<file path="src/include/csf_pkg.sv">
`default_nettype none
package csf_pkg;
   // core register bank addresses (bank 63 linear)
   localparam logic [12:0] ADDR_STATUS_SHADOW  = 13'h1FE4;
   localparam logic [12:0] ADDR_WREG_SHADOW    = 13'h1FE5;
   localparam logic [12:0] ADDR_BSR_SHADOW     = 13'h1FE6;
   localparam logic [12:0] ADDR_PCLATH_SHADOW  = 13'h1FE7;
   localparam logic [12:0] ADDR_PTR0L_SHADOW   = 13'h1FE8;
   localparam logic [12:0] ADDR_PTR0H_SHADOW   = 13'h1FE9;
   localparam logic [12:0] ADDR_PTR1L_SHADOW   = 13'h1FEA;
   localparam logic [12:0] ADDR_PTR1H_SHADOW   = 13'h1FEB;
   localparam logic [12:0] ADDR_HOLE           = 13'h1FEC;
   localparam logic [12:0] ADDR_STACK_PTR      = 13'h1FED;
   localparam logic [12:0] ADDR_STACK_TOP_LOW  = 13'h1FEE;
   localparam logic [12:0] ADDR_STACK_TOP_HIGH = 13'h1FEF;
   // flags register address, a local choice for this core
   localparam logic [12:0] ADDR_FLAGS          = 13'h0003;
   // field positions of the flags register
   localparam int BIT_CARRY    = 0;
   localparam int BIT_HALF     = 1;
   localparam int BIT_ZERO     = 2;
   localparam int BIT_POWERDN  = 3;
   localparam int BIT_WDEXPIRY = 4;
   // reset values and widths
   localparam logic [4:0] STACK_PTR_RESET = 5'h1F;
   localparam logic [2:0] ARITH_POR_RESET = 3'h0;
   localparam logic [7:0] SHADOW_INIT     = 8'h00;
   // alu operations
   typedef enum logic [3:0] {
      CSF_OP_NONE     = 4'h0,
      CSF_OP_ADD      = 4'h1,
      CSF_OP_SUB      = 4'h2,
      CSF_OP_AND      = 4'h3,
      CSF_OP_OR       = 4'h4,
      CSF_OP_XOR      = 4'h5,
      CSF_OP_ROR      = 4'h6,
      CSF_OP_ROL      = 4'h7,
      CSF_OP_CLR      = 4'h8,
      CSF_OP_MOVE     = 4'h9,
      CSF_OP_INC      = 4'hA,
      CSF_OP_DEC      = 4'hB,
      CSF_OP_COMP     = 4'hC,
      CSF_OP_SWAP     = 4'hD
   } csf_op_e;
   // reset cause
   typedef enum logic [1:0] {
      CSF_RST_NONE = 2'b00,
      CSF_RST_POR  = 2'b01,
      CSF_RST_PIN  = 2'b10,
      CSF_RST_WDOG = 2'b11
   } csf_rst_e;
endpackage
`default_nettype wire

</file>
<file path="src/include/csf_alu_if.sv">
`timescale 1ns/1ps
`default_nettype none
interface csf_alu_if;
   import csf_pkg::*;
   csf_op_e    op;
   logic [7:0] opA;
   logic [7:0] opB;
   logic       carryIn;
   logic [7:0] result;
   logic       zeroOut;
   logic       halfOut;
   logic       carryOut;
   logic       zeroUpd;
   logic       halfUpd;
   logic       carryUpd;
   modport core (output op, opA, opB, carryIn,
                 input result, zeroOut, halfOut, carryOut, zeroUpd, halfUpd, carryUpd);
   modport alu  (input op, opA, opB, carryIn,
                 output result, zeroOut, halfOut, carryOut, zeroUpd, halfUpd, carryUpd);
endinterface
`default_nettype wire

</file>
<file path="src/hdl/csf_alu.sv">
`timescale 1ns/1ps
`default_nettype none
module csf_alu (
   csf_alu_if.alu bus
);
   import csf_pkg::*;

   logic [4:0] lowSum;
   logic [8:0] fullSum;
   logic [7:0] addend;
   logic       addLike;

   // subtraction adds the two's complement of the second operand
   always_comb begin
      addLike = 1'b0;
      addend  = bus.opB;
      if (bus.op == CSF_OP_ADD) begin
         addLike = 1'b1;
      end else if (bus.op == CSF_OP_SUB) begin
         addLike = 1'b1;
         addend  = ~bus.opB;
      end
   end

   // carry-in of one completes the complement, so carry=1 means no borrow
   assign lowSum  = {1'b0, bus.opA[3:0]} + {1'b0, addend[3:0]}
                    + {4'h0, bus.op == CSF_OP_SUB};
   assign fullSum = {1'b0, bus.opA} + {1'b0, addend} + {8'h00, bus.op == CSF_OP_SUB};

   // result and flag-update masks per operation
   always_comb begin
      bus.result   = 8'h00;
      bus.halfOut  = 1'b0;
      bus.carryOut = 1'b0;
      bus.zeroUpd  = 1'b0;
      bus.halfUpd  = 1'b0;
      bus.carryUpd = 1'b0;
      case (bus.op)
         CSF_OP_ADD, CSF_OP_SUB: begin
            bus.result   = fullSum[7:0];
            bus.halfOut  = lowSum[4];
            bus.carryOut = fullSum[8];
            bus.zeroUpd  = addLike;
            bus.halfUpd  = addLike;
            bus.carryUpd = addLike;
         end
         CSF_OP_AND: begin
            bus.result  = bus.opA & bus.opB;
            bus.zeroUpd = 1'b1;
         end
         CSF_OP_OR: begin
            bus.result  = bus.opA | bus.opB;
            bus.zeroUpd = 1'b1;
         end
         CSF_OP_XOR: begin
            bus.result  = bus.opA ^ bus.opB;
            bus.zeroUpd = 1'b1;
         end
         CSF_OP_ROR: begin
            bus.result   = {bus.carryIn, bus.opA[7:1]};
            bus.carryOut = bus.opA[0];
            bus.carryUpd = 1'b1;
         end
         CSF_OP_ROL: begin
            bus.result   = {bus.opA[6:0], bus.carryIn};
            bus.carryOut = bus.opA[7];
            bus.carryUpd = 1'b1;
         end
         CSF_OP_CLR: begin
            bus.result  = 8'h00;
            bus.zeroUpd = 1'b1;
         end
         CSF_OP_INC: begin
            bus.result  = bus.opA + 8'h01;
            bus.zeroUpd = 1'b1;
         end
         CSF_OP_DEC: begin
            bus.result  = bus.opA - 8'h01;
            bus.zeroUpd = 1'b1;
         end
         CSF_OP_COMP: begin
            bus.result  = ~bus.opA;
            bus.zeroUpd = 1'b1;
         end
         CSF_OP_SWAP: begin
            bus.result = {bus.opA[3:0], bus.opA[7:4]}; // no flags touched
         end
         CSF_OP_MOVE: begin
            bus.result = bus.opB;
         end
         default: begin
            bus.result = 8'h00;
         end
      endcase
   end

   assign bus.zeroOut = (bus.result == 8'h00);
endmodule
`default_nettype wire

</file>
<file path="src/hdl/csf_core_flags.sv">
// Function
// - flag-affecting op to status skips data write
// - expiry and powerdown flags ignore software writes
// - clearing status gives 000u u1uu
// - subtract carries are inverted borrows
// - subtract adds two's complement of operand
// - rotates load carry from shifted-out bit
// - expiry flag set by power-up/kick/halt, cleared timeout
// - powerdown set by power-up/kick, cleared halt
// - zero flag follows result equals zero
// - half carry from bit three carry-out
// - carry from most significant bit carry-out
// - reset values of flags depend on reset type
// - working and pointer shadows kept over pin reset
// - bank select shadow has five bits
// - pc latch shadow seven bits, top zero
// - stack pointer five bits, resets to ones
// - stack top high seven bits, top zero
// - unimplemented core locations read zero
`timescale 1ns/1ps
`default_nettype none
module csf_core_flags (
   input  wire logic            clock,
   input  wire logic            sys_rst,
   input  wire csf_pkg::csf_rst_e rstCause,
   input  wire logic            execValid,
   input  wire csf_pkg::csf_op_e execOp,
   input  wire logic [7:0]      operandA,
   input  wire logic [7:0]      operandB,
   input  wire logic            destWrite,
   input  wire logic [12:0]     destAddr,
   input  wire logic            kickOp,
   input  wire logic            haltOp,
   input  wire logic            watchdogTimeout,
   input  wire logic [12:0]     readAddr,
   output logic [7:0]           readData,
   output logic [7:0]           aluResult,
   output logic [7:0]           flagsOut
);
   import csf_pkg::*;

   csf_alu_if alu ();

   logic [2:0] arith_reg;   // zero, half, carry at bits 2..0
   logic       expiry_reg;
   logic       powerdn_reg;
   logic [7:0] statusShad_reg;
   logic [7:0] wregShad_reg;
   logic [4:0] bsrShad_reg;
   logic [6:0] pclathShad_reg;
   logic [7:0] ptrShad_reg [4];
   logic [4:0] stackPtr_reg;
   logic [7:0] stackTopLow_reg;
   logic [6:0] stackTopHigh_reg;
   logic [2:0] arith_next;
   logic       wrFlags;
   logic       isPor;
   logic [7:0] rdNext;
   logic [7:0] flagView;

   csf_alu u_alu (
      .bus (alu.alu)
   );

   assign alu.op      = execValid ? execOp : CSF_OP_NONE;
   assign alu.opA     = operandA;
   assign alu.opB     = operandB;
   assign alu.carryIn = arith_reg[BIT_CARRY];

   assign wrFlags = execValid && destWrite && (destAddr == ADDR_FLAGS);
   // power-on and brown-out share one cause code
   assign isPor   = sys_rst && (rstCause == CSF_RST_POR);

   // arithmetic flags: an op that moves any of them blocks the whole data write,
   // so clearing the flags register leaves half carry and carry as they were
   always_comb begin
      arith_next = arith_reg;
      if (wrFlags && !(alu.zeroUpd || alu.halfUpd || alu.carryUpd)) begin
         arith_next = alu.result[BIT_ZERO:BIT_CARRY];
      end
      if (execValid && alu.zeroUpd) arith_next[BIT_ZERO] = alu.zeroOut;
      if (execValid && alu.halfUpd) arith_next[BIT_HALF] = alu.halfOut;
      if (execValid && alu.carryUpd) arith_next[BIT_CARRY] = alu.carryOut;
   end

   // other resets keep the arithmetic flags; clear then leaves 000u u1uu
   always_ff @(posedge clock) begin
      if (isPor) begin
         arith_reg <= ARITH_POR_RESET;
      end else if (!sys_rst) begin
         arith_reg <= arith_next;
      end
   end

   // reset-cause flags: only hardware events, writes never reach them
   always_ff @(posedge clock) begin
      if (sys_rst) begin
         case (rstCause)
            CSF_RST_POR: begin
               expiry_reg  <= 1'b1;
               powerdn_reg <= 1'b1;
            end
            CSF_RST_WDOG: begin
               expiry_reg <= 1'b0;
            end
            default: begin
               expiry_reg <= expiry_reg; // pin reset keeps the cause
            end
         endcase
      end else if (watchdogTimeout) begin
         expiry_reg <= 1'b0;
      end else if (kickOp) begin
         expiry_reg  <= 1'b1;
         powerdn_reg <= 1'b1;
      end else if (haltOp) begin
         expiry_reg  <= 1'b1;
         powerdn_reg <= 1'b0;
      end
   end

   // shadows: written as plain registers, never reset so pin reset keeps them
   always_ff @(posedge clock) begin
      if (!sys_rst && execValid && destWrite) begin
         case (destAddr)
            ADDR_STATUS_SHADOW: statusShad_reg <= {5'h00, alu.result[2:0]};
            ADDR_WREG_SHADOW:   wregShad_reg   <= alu.result;
            ADDR_BSR_SHADOW:    bsrShad_reg    <= alu.result[4:0];
            ADDR_PCLATH_SHADOW: pclathShad_reg <= alu.result[6:0];
            ADDR_STACK_TOP_LOW: stackTopLow_reg <= alu.result;
            ADDR_STACK_TOP_HIGH: stackTopHigh_reg <= alu.result[6:0];
            default: begin
            end
         endcase
      end
   end

   // four pointer shadows share one decode
   for (genvar i = 0; i < 4; i++) begin : g_ptr
      always_ff @(posedge clock) begin
         if (!sys_rst && execValid && destWrite
             && destAddr == ADDR_PTR0L_SHADOW + 13'(i)) begin
            ptrShad_reg[i] <= alu.result;
         end
      end
   end

   // stack pointer returns to all ones on any reset
   always_ff @(posedge clock) begin
      if (sys_rst) begin
         stackPtr_reg <= STACK_PTR_RESET;
      end else if (execValid && destWrite && destAddr == ADDR_STACK_PTR) begin
         stackPtr_reg <= alu.result[4:0];
      end
   end

   assign flagView = {3'b000, expiry_reg, powerdn_reg, arith_reg};

   // read mux; holes and upper bits come back as zero
   always_comb begin
      case (readAddr)
         ADDR_FLAGS:          rdNext = flagView;
         ADDR_STATUS_SHADOW:  rdNext = statusShad_reg;
         ADDR_WREG_SHADOW:    rdNext = wregShad_reg;
         ADDR_BSR_SHADOW:     rdNext = {3'b000, bsrShad_reg};
         ADDR_PCLATH_SHADOW:  rdNext = {1'b0, pclathShad_reg};
         ADDR_PTR0L_SHADOW:   rdNext = ptrShad_reg[0];
         ADDR_PTR0H_SHADOW:   rdNext = ptrShad_reg[1];
         ADDR_PTR1L_SHADOW:   rdNext = ptrShad_reg[2];
         ADDR_PTR1H_SHADOW:   rdNext = ptrShad_reg[3];
         ADDR_STACK_PTR:      rdNext = {3'b000, stackPtr_reg};
         ADDR_STACK_TOP_LOW:  rdNext = stackTopLow_reg;
         ADDR_STACK_TOP_HIGH: rdNext = {1'b0, stackTopHigh_reg};
         default:             rdNext = 8'h00;
      endcase
   end

   // registered outputs, one cycle after the address or operation; flagsOut trails the flag state by a cycle
   always_ff @(posedge clock) begin
      if (sys_rst) begin
         readData  <= 8'h00;
         aluResult <= 8'h00;
         flagsOut  <= 8'h00;
      end else begin
         readData  <= rdNext;
         aluResult <= alu.result;
         flagsOut  <= flagView;
      end
   end
endmodule
`default_nettype wire

</file>
<file path="config.mk">
export PLATFORM = sky130hd
export DESIGN_NAME = csf_core_flags
export DESIGN_NICKNAME = d
export VERILOG_FILES = /design/src/include/csf_pkg.sv /design/src/include/csf_alu_if.sv /design/src/hdl/csf_alu.sv /design/src/hdl/csf_core_flags.sv
export SDC_FILE = /design/constraint.sdc
export NUM_CORES = 1
export LEC_CHECK = 0
export ABC_AREA = 1
export BUFFER_PORTS_ARGS = -buffer_cell sky130_fd_sc_hd__buf_4
export CORE_UTILIZATION = 35
export CTS_CLUSTER_DIAMETER = 40
export DETAILED_ROUTE_END_ITERATION = 10
export PLACE_DENSITY_LB_ADDON = 0.12
export SYNTH_ARGS = -nofsm -noshare
export SYNTH_HDL_FRONTEND = slang
export SYNTH_SLANG_ARGS = --single-unit
</file>
<file path="constraint.sdc">
create_clock -name clock -period 6.5 [get_ports clock]
set_input_delay 1.3 -clock clock [delete_from_list [all_inputs] [get_ports clock]]
set_output_delay 1.3 -clock clock [all_outputs]
set_load 0.02 [all_outputs]
</file>
== Word level (Yosys, flattened, before mapping) ==
Memories as Yosys holds them, arrays and structs flattened.
Cells that the tools add are included.
Word-level totals
  flip-flop bits (word level): 72
  input bits: 55
  memory bits (writable): 32
  memories kept: 1
Operators by class
  bitwise gates (word level): 6
  eq/ne operators: 42
  reductions and logical operators: 41
  multiplexer cells: 43
  $add $sub $neg: 6
Memory list
  ptrShad_reg: words 4, width 8, read ports 4, clocked after Yosys merged registers in 0, write ports 1, RTL line csf_core_flags.sv:51  | logic [7:0] ptrShad_reg [4];
Operator list (count)
  $eq 13x13->1 const B: 22
  $pmux 8 s12: 1
  $pmux 8 s11: 1
  $mux 8: 5
  $mux 1: 27
  $eq 13x2->1 const B: 2
  $eq 4x4->1 const B: 6
  $reduce_or 8->1: 3
  $reduce_and 2->1: 10
  $eq 4x3->1 const B: 4
  $not 8->8: 2
  $logic_and 1x1->1: 14
  $add 8x8->9: 1
  $add 9x1->9: 1
  $add 8x1->8 const B: 1
  $and 8x8->8: 1
  $eq 4x2->1 const B: 2
  $logic_not 8->1: 1
  $or 8x8->8: 1
  $sub 8x1->8 const B: 1
  $xor 8x8->8: 1
  $reduce_or 7->1: 1
  $mux 2: 3
  $pmux 1 s2: 3
  other kinds (19): 24

== Depth between registers and ports, before layout ==
  depth in word-level cells: 11
  gate-level depth with buffers: 20

== Hierarchy ==
From an unflattened synthesis, not the netlist that was laid out.
Unflattened totals
  cell total of the unflattened synthesis: 792
  area total of the unflattened synthesis: 6314.8 sq um
By module, submodules not included
  csf_core_flags: instances 1, area each 4533.1 sq um, seq. area each 2742.6 sq um, cells each 467
  csf_alu: instances 1, area each 1781.7 sq um, seq. area each 0.0 sq um, cells each 325

== Worst setup path before layout ==
OpenSTA, ideal clock, no wires.
  path type: input to register
  start: input port execValid
  end: register arith_reg[2]
  slack: 2321 ps
  buffers on the path: 1
  stages on the path: 19
  arrival: 4113 ps
  data required time: 6434 ps
  path through: buf_4 -> nand2_4 -> nand2_1 -> inv_2 -> nand2_1 -> xor2_1 -> fa_1 -> fa_1 -> nand3_1 -> nand3_1 -> a21oi_1 -> o21bai_1 -> nor2_1 -> nor2_1 -> nor2_1 -> nand2_2 -> nor2_2 -> nand3_2 -> a21oi_2
RTL lines
  start: declaration: RTL line csf_core_flags.sv:26  | input wire logic execValid,
  $mux 4 *: RTL line csf_core_flags.sv:65  | assign alu.op = execValid ? execOp : CSF_OP_NONE;
  $eq 4x2->1: RTL line csf_alu.sv:19, csf_alu.sv:28, csf_alu.sv:38
  $mux 8: RTL line csf_alu.sv:19  | end else if (bus.op == CSF_OP_SUB) begin
  $mux 8: RTL line csf_alu.sv:17  | if (bus.op == CSF_OP_ADD) begin
  $add 8x8->9: RTL line csf_alu.sv:28  | assign fullSum = {1'b0, bus.opA} + {1'b0, addend} + {8'h00, bus.op == CSF_OP_SUB};
  $add 9x1->9: RTL line csf_alu.sv:28
  $pmux 8 s11 *: RTL line csf_alu.sv:38  | case (bus.op)
  net alu.result[6]: RTL line csf_alu_if.sv:9  | logic [7:0] result;
  $logic_not 8->1 *: RTL line csf_alu.sv:97  | assign bus.zeroOut = (bus.result == 8'h00);
  $mux 1 *: RTL line csf_core_flags.sv:81  | if (execValid && alu.zeroUpd) arith_next[BIT_ZERO] = alu.zeroOut;
  end signal: assignment: RTL line csf_core_flags.sv:91  | arith_reg <= arith_next;
  end: declaration: RTL line csf_core_flags.sv:44  | logic [2:0] arith_reg;
The timed path passes the listed nets; every way through them passes the cells marked *. The select of a mux whose other input is x is not followed.
A chain may end at the register's enable or synchronous reset.

== Final worst setup path ==
Same ends and word-level chain as after synthesis.

==> impl_metrics.py <==
metrics = {
    "place": {
        "dp_hpwl_mm": 13.32,
        "gp_congestion": 0.9343,
        "io_buffers": 75,
        "dp_cells": 999,
        "dp_slack_ns": 1.942,
    },
    "synth": {
        "yosysSeqAreaShare_pct": 46.08,
        "ys.warnings.count": 0,
        "yosys.area.top_type_share_pct": 36.33,
        "ys_top_cells_by_count": "inv_1, nand2_1, nor2_1",
        "ys_types": 48,
        "synth_edf_count": 72,
        "ys_ff_latch": 101,
        "synth_area_um2": 5952,
        "ys.flop_type": "edfxtp_1",
        "synth.most_common_cell": "inv_1",
        "synth_area_per_cell_um2": 8.407,
        "async_reset_ff_share_pct": 0,
        "synth_top_cell_by_area": "edfxtp_1",
        "syn-instance-count": 708,
        "synth.area.top_cells": "edfxtp_1, dfxtp_1, inv_1",
    },
    "sta": {
        "setup_tns_ns": 0,
        "setup_viol": 0,
        "final-max-slew-violation-count": 0,
        "slew_headroom_pct": 16.75,
        "fmax_ghz": 0.2366,
        "tightest_slew_ns": 1.237,
        "rsz0062_at_grt": "no",
        "finalHoldViolations": 0,
        "fin_crit_sh_pct": 65.01,
        "clock-skew-final_ns": 0.01116,
        "fin_ws_ns": 2.274,
        "period_needed_ns": 4.226,
    },
    "cells_and_area": {
        "fin_nets": 872,
        "multi_input_comb_area_um2": 2694,
        "largest_register_ffs": 32,
        "area_delta_synth_final_pct": 19.02,
        "stdcell_count": 1015,
        "final_layout_size_suffix_gt1_share_pct": 16.73,
        "n_antenna_cell": 0,
        "final_util_pct": 42.72,
        "nFillCells": 1682,
        "register_area_um2": 2743,
    },
    "clock_tree": {
        "cts-root-buf": "clkbuf_16",
        "cts_made_buffers": 9,
        "cts_tree": "yes",
        "post_cts_buffers": 0,
        "holdBufCountCts": 0,
        "cts.sinks": 101,
        "path_clk_slew_ns": 0.08,
        "cts_max_level": 3,
        "cts.repair.resized": 0,
        "clk_latency_ns": 0.35,
        "cts_max_path_buffers": 2,
    },
    "pwr": {
        "power.total_mw": 1.508,
        "p_leak_nw": 3.135,
        "ir_drop_uv": 106.6,
        "p_per_area_nw_per_um2": 212.8,
    },
    "global_route": {
        "grt_pass1_vias": 5064,
        "grt_max_degree": 26,
        "grt_pass1_wl_mm": 26.87,
        "antenna_found_initial": 0,
        "grt.total_usage_pct": 19.95,
        "grt_overflow_total": 0,
    },
    "critical_path": {
        "path_delay_family": "simple AND/OR/NAND/NOR gates",
        "path_max_fanout": 9,
        "cp_common_cell": "nor2_1",
        "startpoint_type": "input pin",
        "cpMaxStageDelayCell": "fa_1",
        "arrival_ns": 4.51,
        "cp_num_buf_inv": 2,
        "crit_type": "input pin to flop",
        "max_stage_delay_ns": 0.47,
        "path_cells": "buf_4 -> nand2_4 -> nand2_1 -> inv_2 -> nand2_1 -> xor2_1 -> fa_1 -> fa_1 -> nand3_1 -> nand3_1 -> a21oi_1 -> o21bai_1 -> nor2_1 -> nor2_1 -> nor2_1 -> nand2_2 -> nor2_2 -> nand3_2 -> a21oi_2",
        "end_kind": "flop",
        "required_ns": 6.78,
    },
    "hold_path": {
        "holdCritPathClass": "flop to flop",
    },
    "floorplan": {
        "core-area_um2": 16580,
        "die_h_um": 132.4,
        "ioPinCount": 79,
        "die_x_um": 132.4,
        "start_util_pct": 35.89,
        "dieArea_um2": 17530,
        "std_cell_rows": 47,
    },
    "routing": {
        "dr.first_iter.drc_count": 249,
        "wl_per_cell_um": 17.03,
        "ant_nets": 0,
        "routed_via_density": 5.077,
        "drc": 0,
        "drt_pass1_iterations": 5,
        "vias": 5153,
        "wl_mm": 17.29,
    },
    "run": {
        "cap_violations": 0,
    },
    "outcome": {
        "status": "completed",
    },
}
[where the power goes]
part | internal [mW] | switching, mW | total, mW
Clock | 0.308 | 0.256 | 0.564
Combinational | 0.0770 | 0.149 | 0.226
Sequential | 0.712 | 0.00577 | 0.717
[tightest hold or removal path, delay by kind of cell, from the launching register on]
kind | cells | cell delay (ns)
flops | 1 | 0.33
compound gates | 2 | 0.12
[worst paths after layout]
kind	start	end	slack (ns)	depth (start not counted)
worst max-delay path	execValid	arith_reg[2]$_SDFFE_PP0P_	2.27	19
worst min-delay path	stackPtr_reg[3]$_SDFFE_PP1P_	stackPtr_reg[3]$_SDFFE_PP1P_	0.48	2
worst max register to register	arith_reg[0]$_SDFFE_PP0P_	arith_reg[2]$_SDFFE_PP0P_	4.86	11
worst min register to register	stackPtr_reg[3]$_SDFFE_PP1P_	stackPtr_reg[3]$_SDFFE_PP1P_	0.48	2
[layout by cell type, fill, tap and decap left out, types with 3 or more instances in the layout]
master     count
clkinv_4       3
nand3_1       63
conb_1         3
o22ai_1       13
a21oi_1       25
o21ai_0       32
nor3_1        12
inv_1        116
dfxtp_1       29
nor2_1        87
nand2_4        3
edfxtp_1      72
nand2_1      102
buf_4         77
nor2_2         6
inv_2          8
o21ai_1        3
a221oi_1       9
xor2_1        11
nand3_2        4
clkbuf_16      9
nand4_1       14
nand2_2        8
nor4_1        15
a211oi_1       7
o2bb2ai_1      6
ha_1          25
[stage by stage]
step                hold WS, ns  cell area [µm²]
floorplan                0.4221             5959
global placement         0.4566             6771
detailed placement       0.4658             6771
CTS                      0.4819             7084
global route             0.5253             7084
finish                   0.4813             7084
[area by class of cell]
cell class                 count  area share [%]
multi-input combinational    474           38.03
sequential                   101           38.71
clock buffer                   9           3.179
clock inverter                 7           1.236
tap                          220           3.886
inverter                     127           6.800
timing repair buffer          77           8.160
[layer usage]
| layer | up-vias | wire (µm) | global-route usage, % |
|---|---|---|---|
| li1 | 2580 | - | - |
| met1 | 2411 | 7374 | 23.45 |
| met2 | 133 | 8817 | 36.87 |
| met3 | 29 | 652 | 2.268 |
| met4 | 0 | 444 | 7.727 |
| met5 | - | 0 | 0 |
[logic make-up after synthesis]
kind of cell             Yosys count  share of synthesized area [%]
AND/OR/NAND/NOR                  323                          25.81
buffers and inverters            135                          8.871
AO/OA/AOI/OAI                    109                          11.48
flip-flops                       101                          46.08
adder cells (fa/ha/maj)           27                          5.928
XOR/XNOR                          12                          1.766
other                              1                        0.06300
No activity file was read; power rests on OpenSTA's default activity.
